===== config.mk =====
export PLATFORM = sky130hd
export DESIGN_NAME = cic_core_irq
export DESIGN_NICKNAME = d
export VERILOG_FILES = /design/src/hw/cic_pkg.sv /design/src/hw/cic_core_irq.sv
export SDC_FILE = /design/constraint.sdc
export NUM_CORES = 1
export LEC_CHECK = 0
export ABC_AREA = 1
export BUFFER_PORTS_ARGS = -buffer_cell sky130_fd_sc_hd__buf_2
export CAP_MARGIN = 15
export CORE_UTILIZATION = 50
export CTS_CLUSTER_SIZE = 8
export DETAILED_ROUTE_END_ITERATION = 8
export PLACE_DENSITY = 0.82
export SLEW_MARGIN = 30
export SYNTH_ARGS = -nofsm -noshare
export SYNTH_HDL_FRONTEND = slang
export SYNTH_SLANG_ARGS = --single-unit

===== constraint.sdc =====
create_clock -name mclk -period 4.6 [get_ports mclk]
set_clock_uncertainty 0.05 [all_clocks]
set_input_delay 0.23 -clock mclk [delete_from_list [all_inputs] [get_ports mclk]]
set_output_delay 0.23 -clock mclk [all_outputs]
set_load 0.005 [all_outputs]

===== src/hw/cic_pkg.sv =====
// Constants, register map and carrier types of the core interrupt controller.
// Assumes a single 100 MHz mclk domain and an instruction cycle of four Q phases.
package cic_pkg;
  // Register byte offsets on the AHB-Lite slave
  localparam logic [7:0] OFF_CTRL = 8'h00;
  localparam logic [7:0] OFF_PFLG_A = 8'h04;
  localparam logic [7:0] OFF_PFLG_B = 8'h08;
  localparam logic [7:0] OFF_PEN_A = 8'h0C;
  localparam logic [7:0] OFF_PEN_B = 8'h10;
  localparam logic [7:0] OFF_PCHG = 8'h14;
  localparam logic [7:0] OFF_OPT = 8'h18;
  localparam logic [7:0] OFF_STAT = 8'h1C;
  // Field positions in irq_control_reg
  localparam int B_GLB_EN = 7;
  localparam int B_GRP_EN = 6;
  localparam int B_T0IE = 5;
  localparam int B_PIN_EN = 4;
  localparam int B_IOCIE = 3;
  localparam int B_T0IF = 2;
  localparam int B_PIN_FLG = 1;
  localparam int B_SUM_FLG = 0;
  // Edge select position in the option register
  localparam int B_EDGE = 0;
  // Reset values
  localparam logic [7:0] RST_CTRL = 8'h00;
  localparam logic [7:0] RST_FLAG = 8'h00;
  localparam logic [7:0] RST_OPT = 8'h01;
  // Fixed interrupt vector
  localparam logic [15:0] VECTOR_ADDR = 16'h0004;
  // Q phase counter: Q1 is phase 0, four phases per instruction cycle
  localparam logic [1:0] Q1_PH = 2'h0;
  localparam logic [1:0] Q_LAST = 2'h3;
  // Vectoring sequencer states
  typedef enum logic [1:0] {S_IDLE, S_FINISH, S_FORCE} cic_state_t;
  // Event pulses from core and peripheral sources
  typedef struct packed {
    logic tmr0_ovf;
    logic [7:0] periph_a;
    logic [7:0] periph_b;
  } cic_evt_t;
  // Commands to the core pipeline and stack
  typedef struct packed {
    logic flush;
    logic push_pc;
    logic save_ctx;
    logic load_vector;
    logic pop_pc;
    logic restore_ctx;
    logic wake;
    logic q1;
    logic [15:0] vector;
  } cic_core_t;
endpackage : cic_pkg


===== src/hw/cic_core_irq.sv =====
// Core interrupt controller: flags, enables, vectoring sequencer, AHB-Lite slave.
// Assumes the core follows core_o commands and pulses return_from_isr_op once.
`timescale 1ns/1ns
// Contract
// - Any reset leaves interrupts disabled
// - Vector needs global and own enables, group enable for peripherals only
// - Flags set regardless of any enable
// - Clear enable, then flush, push, save, vector
// - Global enable clear only records flags; the code also still wakes Sleep on enabled wake sources
// - Return pops, restores, sets global enable
// - Synchronous latency three or four cycles
// - Asynchronous latency three to five cycles
// - Latency independent of instruction length
// - Pin flag sets Q4-Q1, sampled Q1
// - Only clockless enabled sources wake Sleep
// - Post-sleep instruction runs before vectoring
// - Pin edge select: rising or falling
// - Valid pin edge sets flag, may vector
// - Saved context excludes timeout, power-down bits
// - Summary flag read-only, clears with all
module cic_core_irq
  import cic_pkg::*;
#(
  parameter int N_PCHG = 6,
  parameter logic [7:0] WAKE_MASK_A = 8'hFF,
  parameter logic [7:0] WAKE_MASK_B = 8'hFF
)
(
  input wire logic mclk,
  input wire logic resetn,
  input wire logic ce,
  input wire logic hsel,
  input wire logic [31:0] haddr,
  input wire logic [1:0] htrans,
  input wire logic hwrite,
  input wire logic [2:0] hsize,
  input wire logic [31:0] hwdata,
  input wire logic hready,
  output logic hreadyout,
  output logic hresp,
  output logic [31:0] hrdata,
  input wire cic_evt_t evt_i,
  input wire logic [N_PCHG-1:0] pchg_evt,
  input wire logic ext_pin,
  input wire logic sleep_active,
  input wire logic return_from_isr_op,
  output cic_core_t core_o
);

  // Refuse pin-change widths the 8-bit register cannot hold
  if (N_PCHG < 1 || N_PCHG > 8)
  begin : g_bad_width
    $error("N_PCHG must be 1 to 8");
  end

  // Flag update: software value first, a same-cycle event always wins
  function automatic logic [7:0] upd8(input logic [7:0] cur, input logic wr,
                                      input logic [7:0] wd, input logic [7:0] evt);
    upd8 = (wr ? wd : cur) | evt;
  endfunction : upd8

  logic [7:0] ctl_r; // irq_control_reg, bit 0 unused in storage
  logic [7:0] pfa_r; // periph_flag_reg_a
  logic [7:0] pfb_r; // periph_flag_reg_b
  logic [7:0] pea_r; // periph_enable_regs, first
  logic [7:0] peb_r; // periph_enable_regs, second
  logic [7:0] pcf_r; // pin_change_flags, unused upper bits stay zero
  logic [7:0] opt_r; // ext_edge_select in bit 0
  logic [1:0] qph_r; // Q phase within the instruction cycle
  cic_state_t st_r; // Vectoring sequencer
  logic wake_hold_r; // Post-sleep instruction still to run
  logic sleep_d_r; // Previous sleep level
  cic_core_t core_r; // Registered core commands
  logic ext_s1_r, ext_s2_r, ext_s3_r; // Pin synchroniser
  logic ext_lvl_r; // Accepted pin level
  logic ext_prime_r; // First accepted level after reset
  logic ap_wr_r, ap_rd_r; // Pending data phase
  logic [7:0] ap_addr_r; // Captured byte offset
  logic hready_r, hresp_r;
  logic [31:0] hrdata_r;

  logic q1, wr_en, ext_edge, pc_sum, core_term, per_term, irq_req, wake_cond, take;
  logic [7:0] pc_evt8, wd8, pcf_wr;

  assign q1 = (qph_r == Q1_PH);
  assign wd8 = hwdata[7:0];
  assign wr_en = ap_wr_r;
  assign pc_evt8 = 8'(pchg_evt);
  assign pc_sum = |pcf_r;
  // Individual enables first, group enable for the peripheral registers
  assign core_term = (ctl_r[B_T0IE] & ctl_r[B_T0IF]) | (ctl_r[B_PIN_EN] & ctl_r[B_PIN_FLG])
                   | (ctl_r[B_IOCIE] & pc_sum);
  assign per_term = ctl_r[B_GRP_EN] & |((pfa_r & pea_r) | (pfb_r & peb_r));
  assign irq_req = ctl_r[B_GLB_EN] & (core_term | per_term);
  // Timer0 stops in Sleep, so only the pin, pin-change and masked peripherals wake
  assign wake_cond = (ctl_r[B_PIN_EN] & ctl_r[B_PIN_FLG]) | (ctl_r[B_IOCIE] & pc_sum)
                   | (ctl_r[B_GRP_EN] & |((pfa_r & pea_r & WAKE_MASK_A)
                   | (pfb_r & peb_r & WAKE_MASK_B)));
  // Sampled at Q1; held off in Sleep and the wake cycle so the next instruction runs first
  assign take = (st_r == S_IDLE) && q1 && irq_req && !wake_hold_r && !sleep_active && !sleep_d_r;
  // A change counts once the second and third flop agree
  assign ext_edge = ext_prime_r && (ext_s2_r == ext_s3_r) && (ext_s3_r != ext_lvl_r)
                  && (ext_s3_r == opt_r[B_EDGE]);
  assign pcf_wr = wd8 & 8'((1 << N_PCHG) - 1);

  // Q phase counter: instruction cycle timebase
  always_ff @(posedge mclk)
  begin
    if (!resetn)
      qph_r <= Q1_PH;
    else if (ce)
      qph_r <= (qph_r == Q_LAST) ? Q1_PH : 2'(qph_r + 2'h1);
  end

  // Pin synchroniser; the first flop feeds only the second
  always_ff @(posedge mclk)
  begin
    if (!resetn)
    begin
      ext_s1_r <= 1'b0;
      ext_s2_r <= 1'b0;
      ext_s3_r <= 1'b0;
    end
    else if (ce)
    begin
      ext_s1_r <= ext_pin;
      ext_s2_r <= ext_s1_r;
      ext_s3_r <= ext_s2_r;
    end
  end

  // Accepted level; first agreement after reset only primes, so no false edge
  always_ff @(posedge mclk)
  begin
    if (!resetn)
    begin
      ext_lvl_r <= 1'b0;
      ext_prime_r <= 1'b0;
    end
    else if (ce && ext_s2_r == ext_s3_r)
    begin
      ext_lvl_r <= ext_s3_r;
      ext_prime_r <= 1'b1;
    end
  end

  // irq_control_reg: enables by software, flags by events, global enable by sequencer
  always_ff @(posedge mclk)
  begin
    if (!resetn)
      ctl_r <= RST_CTRL;
    else if (ce)
    begin
      // Writable bits take software value; flags OR in their events
      if (wr_en && ap_addr_r == OFF_CTRL)
        ctl_r[7:1] <= wd8[7:1];
      ctl_r[B_SUM_FLG] <= 1'b0;
      if (evt_i.tmr0_ovf)
        ctl_r[B_T0IF] <= 1'b1;
      if (ext_edge)
        ctl_r[B_PIN_FLG] <= 1'b1;
      // Vectoring clears the global enable ahead of return and software
      if (take)
        ctl_r[B_GLB_EN] <= 1'b0;
      else if (return_from_isr_op)
        ctl_r[B_GLB_EN] <= 1'b1;
    end
  end

  // Peripheral flag registers and pin-change flags
  always_ff @(posedge mclk)
  begin
    if (!resetn)
    begin
      pfa_r <= RST_FLAG;
      pfb_r <= RST_FLAG;
      pcf_r <= RST_FLAG;
    end
    else if (ce)
    begin
      pfa_r <= upd8(pfa_r, wr_en && ap_addr_r == OFF_PFLG_A, wd8, evt_i.periph_a);
      pfb_r <= upd8(pfb_r, wr_en && ap_addr_r == OFF_PFLG_B, wd8, evt_i.periph_b);
      pcf_r <= upd8(pcf_r, wr_en && ap_addr_r == OFF_PCHG, pcf_wr, pc_evt8);
    end
  end

  // Enable and option registers, plain software state
  always_ff @(posedge mclk)
  begin
    if (!resetn)
    begin
      pea_r <= RST_FLAG;
      peb_r <= RST_FLAG;
      opt_r <= RST_OPT;
    end
    else if (ce && wr_en)
    begin
      if (ap_addr_r == OFF_PEN_A)
        pea_r <= wd8;
      if (ap_addr_r == OFF_PEN_B)
        peb_r <= wd8;
      if (ap_addr_r == OFF_OPT)
        opt_r <= {7'h00, wd8[B_EDGE]};
    end
  end

  // Wake tracking: one instruction must run after Sleep before any vectoring
  always_ff @(posedge mclk)
  begin
    if (!resetn)
    begin
      sleep_d_r <= 1'b0;
      wake_hold_r <= 1'b0;
    end
    else if (ce)
    begin
      sleep_d_r <= sleep_active;
      if (sleep_d_r && !sleep_active)
        wake_hold_r <= 1'b1;
      else if (q1 && st_r == S_IDLE)
        wake_hold_r <= 1'b0;
    end
  end

  // Sequencer: Q1 take, current instruction finishes, forced cycle, vector runs.
  // Moves only at Q1, so instruction length never changes the latency.
  always_ff @(posedge mclk)
  begin
    if (!resetn)
      st_r <= S_IDLE;
    else if (ce && q1)
    begin
      case (st_r)
        S_IDLE:
          if (take)
            st_r <= S_FINISH;
        S_FINISH:
          st_r <= S_FORCE;
        S_FORCE:
          st_r <= S_IDLE;
        default:
          st_r <= S_IDLE;
      endcase
    end
  end

  // Core command register: flush level over the forced cycle, one-shot stack pulses
  always_ff @(posedge mclk)
  begin
    if (!resetn)
      core_r <= '0;
    else if (ce)
    begin
      core_r.vector <= VECTOR_ADDR;
      core_r.q1 <= (qph_r == Q_LAST);
      core_r.wake <= sleep_active && wake_cond;
      core_r.pop_pc <= return_from_isr_op;
      core_r.restore_ctx <= return_from_isr_op;
      core_r.push_pc <= (st_r == S_FINISH) && q1;
      // Core shadows W, status less timeout and power-down, bank, both FSRs, PC latch
      core_r.save_ctx <= (st_r == S_FINISH) && q1;
      core_r.load_vector <= (st_r == S_FINISH) && q1;
      if (q1)
        core_r.flush <= (st_r == S_FINISH);
    end
  end

  // AHB-Lite slave: writes zero-wait, reads one wait state, always OKAY
  always_ff @(posedge mclk)
  begin
    if (!resetn)
    begin
      ap_wr_r <= 1'b0;
      ap_rd_r <= 1'b0;
      ap_addr_r <= 8'h00;
      hready_r <= 1'b1;
      hresp_r <= 1'b0;
      hrdata_r <= 32'h0000_0000;
    end
    else if (ce)
    begin
      ap_wr_r <= 1'b0;
      ap_rd_r <= 1'b0;
      if (ap_rd_r)
      begin
        // Wait cycle: present the word, release the bus
        hready_r <= 1'b1;
        case (ap_addr_r)
          OFF_CTRL: hrdata_r <= {24'h000000, ctl_r[7:1], pc_sum};
          OFF_PFLG_A: hrdata_r <= {24'h000000, pfa_r};
          OFF_PFLG_B: hrdata_r <= {24'h000000, pfb_r};
          OFF_PEN_A: hrdata_r <= {24'h000000, pea_r};
          OFF_PEN_B: hrdata_r <= {24'h000000, peb_r};
          OFF_PCHG: hrdata_r <= {24'h000000, pcf_r};
          OFF_OPT: hrdata_r <= {24'h000000, opt_r};
          OFF_STAT: hrdata_r <= {27'h0000000, sleep_active, 2'(st_r), core_r.wake, irq_req};
          default: hrdata_r <= 32'h0000_0000;
        endcase
      end
      else if (hsel && htrans[1] && hready && hsize == 3'h2)
      begin
        // Address phase of a word transfer; other sizes are ignored
        ap_addr_r <= {haddr[7:2], 2'h0};
        ap_wr_r <= hwrite;
        ap_rd_r <= !hwrite;
        hready_r <= hwrite;
      end
    end
  end

  assign hreadyout = hready_r;
  assign hresp = hresp_r;
  assign hrdata = hrdata_r;
  assign core_o = core_r;
endmodule : cic_core_irq


# Yosys cells after proc, flatten, opt, wreduce, memory -nomap -nowiden
# Cells that the tools add are included.
# W data, S select, Z words.
word_totals:
  ff_bits: 106
  out_inout_bits: 58
op_classes:
  n_addsub: 1
  eq_ne: 14
  muxes: 20
  n_bitwise: 17
  n_reduce_logical: 48
ops:
  columns: ["cell", "count"]
  rows:
  - ["$pmux W8 S8", 1]
  - ["$eq A6 B3 Y1 const B", 4]
  - ["$mux W8", 3]
  - ["$or A8 B8 Y8", 3]
  - ["$reduce_and A2 Y1", 12]
  - ["$logic_and A1 B1 Y1", 21]
  - ["$and A8 B8 Y8", 2]
  - ["$reduce_or A8 Y1", 2]
  - ["$eq A6 B2 Y1 const B", 2]
  - ["$mux W1", 12]
  - ["$logic_not A8 Y1", 1]
  - ["$or A8 B6 Y8", 1]
  - ["$reduce_bool A2 Y1", 4]
  - ["$mux W7", 1]
  - ["$eq A6 B1 Y1 const B", 1]
  - ["$and A1 B1 Y1", 5]
  - ["$or A1 B1 Y1", 5]
  - ["$logic_not A1 Y1", 4]
  - ["$logic_not A2 Y1", 2]
  - ["$mux W2", 2]
  - ["$pmux W2 S2", 1]
  - ["$eq A3 B2 Y1 const B", 1]
  - ["$reduce_and A3 Y1", 1]
  - ["$reduce_bool A3 Y1", 1]
  - ["7 further kinds", 8]

# Longest topological paths before layout
depth:
  depth_word: 12
  mapped_depth: 11

# Worst setup path after synthesis
# No wires, ideal clock.
synth_path:
  path_type: "reg2reg"
  startpoint: "reg ap_addr_r[6]"
  endpoint: "reg pfa_r[5]"
  setup_ns: 0.109
  arrival_ns: 1.364
  setup_slack_ns: 3.077
  stages_incl_launch_ff: 10
  n_path_buf: 1
  cell_sequence: "dfxtp_1 > nor2_4 > nand3_4 > nor3_4 > nand2_4 > buf_6 > nand2_1 > o211ai_2 > nand2_1 > inv_1"
synth_between:
  elab_chain_cells: 4
synth_rtl:
  columns: ["item", "line", "source"]
  rows:
  - ["start, declared", "cic_core_irq.sv:78", "logic [7:0] ap_addr_r;"]
  - ["start signal, assigned", "cic_core_irq.sv:303", "ap_addr_r <= {haddr[7:2], 2'h0};"]
  - ["$eq A6 B1 Y1", "cic_core_irq.sv:181", "pfa_r <= upd8(pfa_r, wr_en && ap_addr_r == OFF_PFLG_A, wd8, evt_i.periph_a);"]
  - ["$logic_and A1 B1 Y1", "cic_core_irq.sv:181", null]
  - ["$mux W8", "cic_core_irq.sv:59", "upd8 = (wr ? wd : cur) | evt;"]
  - ["$or A8 B8 Y8", "cic_core_irq.sv:59", null]
  - ["end signal, assigned", "cic_core_irq.sv:181", null]
  - ["end, declared", "cic_core_irq.sv:63", "logic [7:0] pfa_r;"]
# No other way between the ends.
# A chain may end at the register's enable or synchronous reset.

==> qor.csv <==
stage;metric;value;unit
clock_tree;H-tree depth;3;
drt;via count;3801;
sta;min Tclk post-route;2.30;ns
grt;largest net degree at the start of global routing;57;
finish;ANT cells;0;
yosys;EDFF count, synth;0;
sta;setup TNS;0;ns
setup_path;cell breakdown of the critical path;buf_2 > buf_4 > clkinv_1 > nor3_1 > o21ai_0 > nand2_1;
finish;Nets;722;
die;Core ar.;7850;um2
grt;Tot GR Track Use;0.241;
sta;worst hold margin;0.0756;ns
setup_path;Worst EP required;4.85;ns
grt;Overflow after GRT;0;
setup_path;critical path depth;6;
yosys;mapped cell area;4120;um2
power_and_ir_drop;Tot Pwr;0.00143;W
die;Die Span X;92.7;um
die;# rows;32;
drt;initial DRC count;252;
power_and_ir_drop;Leak;2.26;nW
clock_tree;worst skew pair latency;0.36;ns
setup_path;CP max FO;56;
setup_path;Crit Path Class;primary input to flop;
yosys;Mapped Cells;563;
yosys;number of distinct library cells after synthesis;40;
run;Max-cap violations;0;
clock_tree;quantity of gates resized following cts;0;
power_and_ir_drop;power per cell area;318;nW/um2
yosys;Async SR Flop Fraction;0;
setup_path;buffers plus inverters on the worst setup path;3;
worst_hold_path;HP Class;primary input to flop;
sta;slew margin rel.;0.394;
yosys;largest cells by area after synthesis;dfxtp_1, nand2_1, buf_4;
sta;Setup violations, final;0;
setup_path;Crit-path slowest cell;nor3_1;
finish;area growth from synthesis to layout;9.42;%
drt;DR pass1 iterations;5;
sta;Max Freq;436;MHz
clock_tree;TritonCTS sink count;80;
sta;final slew viol count;0;
grt;initial antenna violation count;0;
sta;RSZ-0062 raised after global routing;no;
die;I/O Pins;159;
clock_tree;CTS root buf;clkbuf_8;
yosys;area leader, netlist;dfxtp_1;
clock_tree;post-CTS setup buffer count;0;
finish;Finished Core Util;0.574;
yosys;synthesized flop and latch total;80;
grt;first-pass GRT wire length;15900;um
sta;period utilization;0.499;
die;Die ar.;8600;um2
setup_path;CP peak stage delay;0.88;ns
clock_tree;clock tree buffer depth;2;
placement;placed cell count;710;
yosys;syn_area_per_cell;7.31;um2
drt;Vias/cell;5.24;
setup_path;Critical Path Sink Type;flop;
die;overall die height;92.7;um
finish;commonest non-fill, non-tap cell in the layout;nand2_1;
yosys;area fraction of the dominant cell type after synthesis;0.389;
setup_path;reg2reg path depth;9;
drt;final wirelength;9870;um
clock_tree;Num CTS Buffers;9;
drt;Avg WL per Cell;13.6;um
drt;DRT antenna net count;0;
power_and_ir_drop;maximum vdd drop;0.182;mV
sta;Hold Fails Final Rpt;0;
finish;post-layout instance count excluding filler cells;726;
grt;vias in the first global route;3361;
setup_path;critical path launch point type;primary input;
status;status;finished clean;
finish;Register Area;1600;um2
sta;worst slew pin tran;0.902;ns
finish;fillers;770;
placement;DP Wirelength;7100;um
die;Initial Utilization;0.525;
worst_hold_path;Worst Hold Depth;3;
clock_tree;hold_buf cts;0;
finish;multi-input logic area;2000;um2
finish;most frequent cells in the layout;nand2_1, dfxtp_1, buf_2;
yosys;yosys warns;0;
clock_tree;CTS tree;built;
finish;ratio of cells with drive above 1 in the final layout;0.168;
setup_path;cell family with most CP delay;buffers and inverters;
yosys;Most used DFF post-synth;dfxtp_1;
placement;placer congestion estimate;0.919;
clock_tree;clock-pin slew of the registers on the worst-case setup and hold paths;0.08;ns
setup_path;Worst Path Arrival;2.54;ns
yosys;sequential fraction of the synthesis area;0.389;
placement;Port Buffers;67;
drt;DRC viols;0;
-- worst paths after layout --
check                           slack (ns)         start        end
worst max-delay path                  2.30        resetn  hrdata[2]
worst min-delay path                  0.08       ext_pin   ext_s1_r
worst max register to register        2.65  ap_addr_r[7]   ctl_r[7]
worst min register to register        0.40     hrdata[6]  hrdata[6]
-- synth_stat cells, types with 3 or more instances --
| master | number |
|---|---|
| nor2_1 | 22 |
| o211ai_1 | 11 |
| inv_1 | 54 |
| o211ai_2 | 7 |
| nor2_4 | 5 |
| nand2_1 | 156 |
| clkbuf_1 | 6 |
| o21ai_0 | 44 |
| inv_2 | 3 |
| nor3_1 | 4 |
| a22oi_1 | 17 |
| a21oi_1 | 48 |
| buf_4 | 49 |
| nand3_1 | 20 |
| dfxtp_1 | 80 |
| nand4_1 | 6 |
| buf_6 | 3 |
-- registers in the layout, indices dropped and copies added (netlist names) --
signal and count:
hrdata 8, core_o 6, ext_lvl_r 1, hreadyout 1, peb_r 8, pfa_r 8
ctl_r 7, ap_wr_r 1, pcf_r 6, qph_r 2, ext_s2_r 1, ext_prime_r 1
ap_addr_r 6, opt_r 1, sleep_d_r 1, ap_rd_r 1, st_r 2, pea_r 8
ext_s3_r 1, pfb_r 8, ext_s1_r 1, wake_hold_r 1
-- layer usage --
layer / GRT usage / vias up / share of wire
li1: - / 1877 / -
met5: 0 / - / 0
met1: 0.290 / 1734 / 0.42
met4: 0.0936 / 0 / 0.017
met2: 0.407 / 173 / 0.48
met3: 0.0640 / 17 / 0.074
-- cell type report --
type                            count  area share
Clock buffer                       13      0.0331
Clock inverter                      3      0.0144
Sequential cell                    80       0.356
Multi-Input combinational cell    402       0.444
Timing Repair Buffer               68      0.0761
Inverter                           58      0.0483
Tap cell                          102      0.0283
-- where the power goes --
group          internal (W)  leakage, nW  switching [W]
logic             0.0000495         1.50      0.0000808
clock network      0.000321        0.108       0.000248
registers          0.000715        0.653      0.0000178
-- worst min-delay path, stage by stage --
cell,delay [ns]
buf_2,0.08
nor2_1,0.04
nor2_1,0.10
-- cell families after synthesis --
| group | after synthesis | share of synthesized area |
|---|---|---|
| simple gates | 226 | 0.246 |
| compound gates | 133 | 0.196 |
| buf+inv | 120 | 0.160 |
| flops | 80 | 0.389 |
| fa+ha+maj | 2 | 0.00608 |
| xor+xnor | 1 | 0.00213 |
| other cells | 1 | 0.000911 |
-- stage by stage --
stage          setup WS [ns]  instance area [um2]
6_report                2.30                 4500
5_1_grt                 2.05                 4500
4_1_cts                 2.34                 4500
3_5_place_dp            1.97                 4290
3_3_place_gp            1.98                 4290
2_1_floorplan           3.08                 4260
Note: power is estimated with default switching activity, not from simulation.
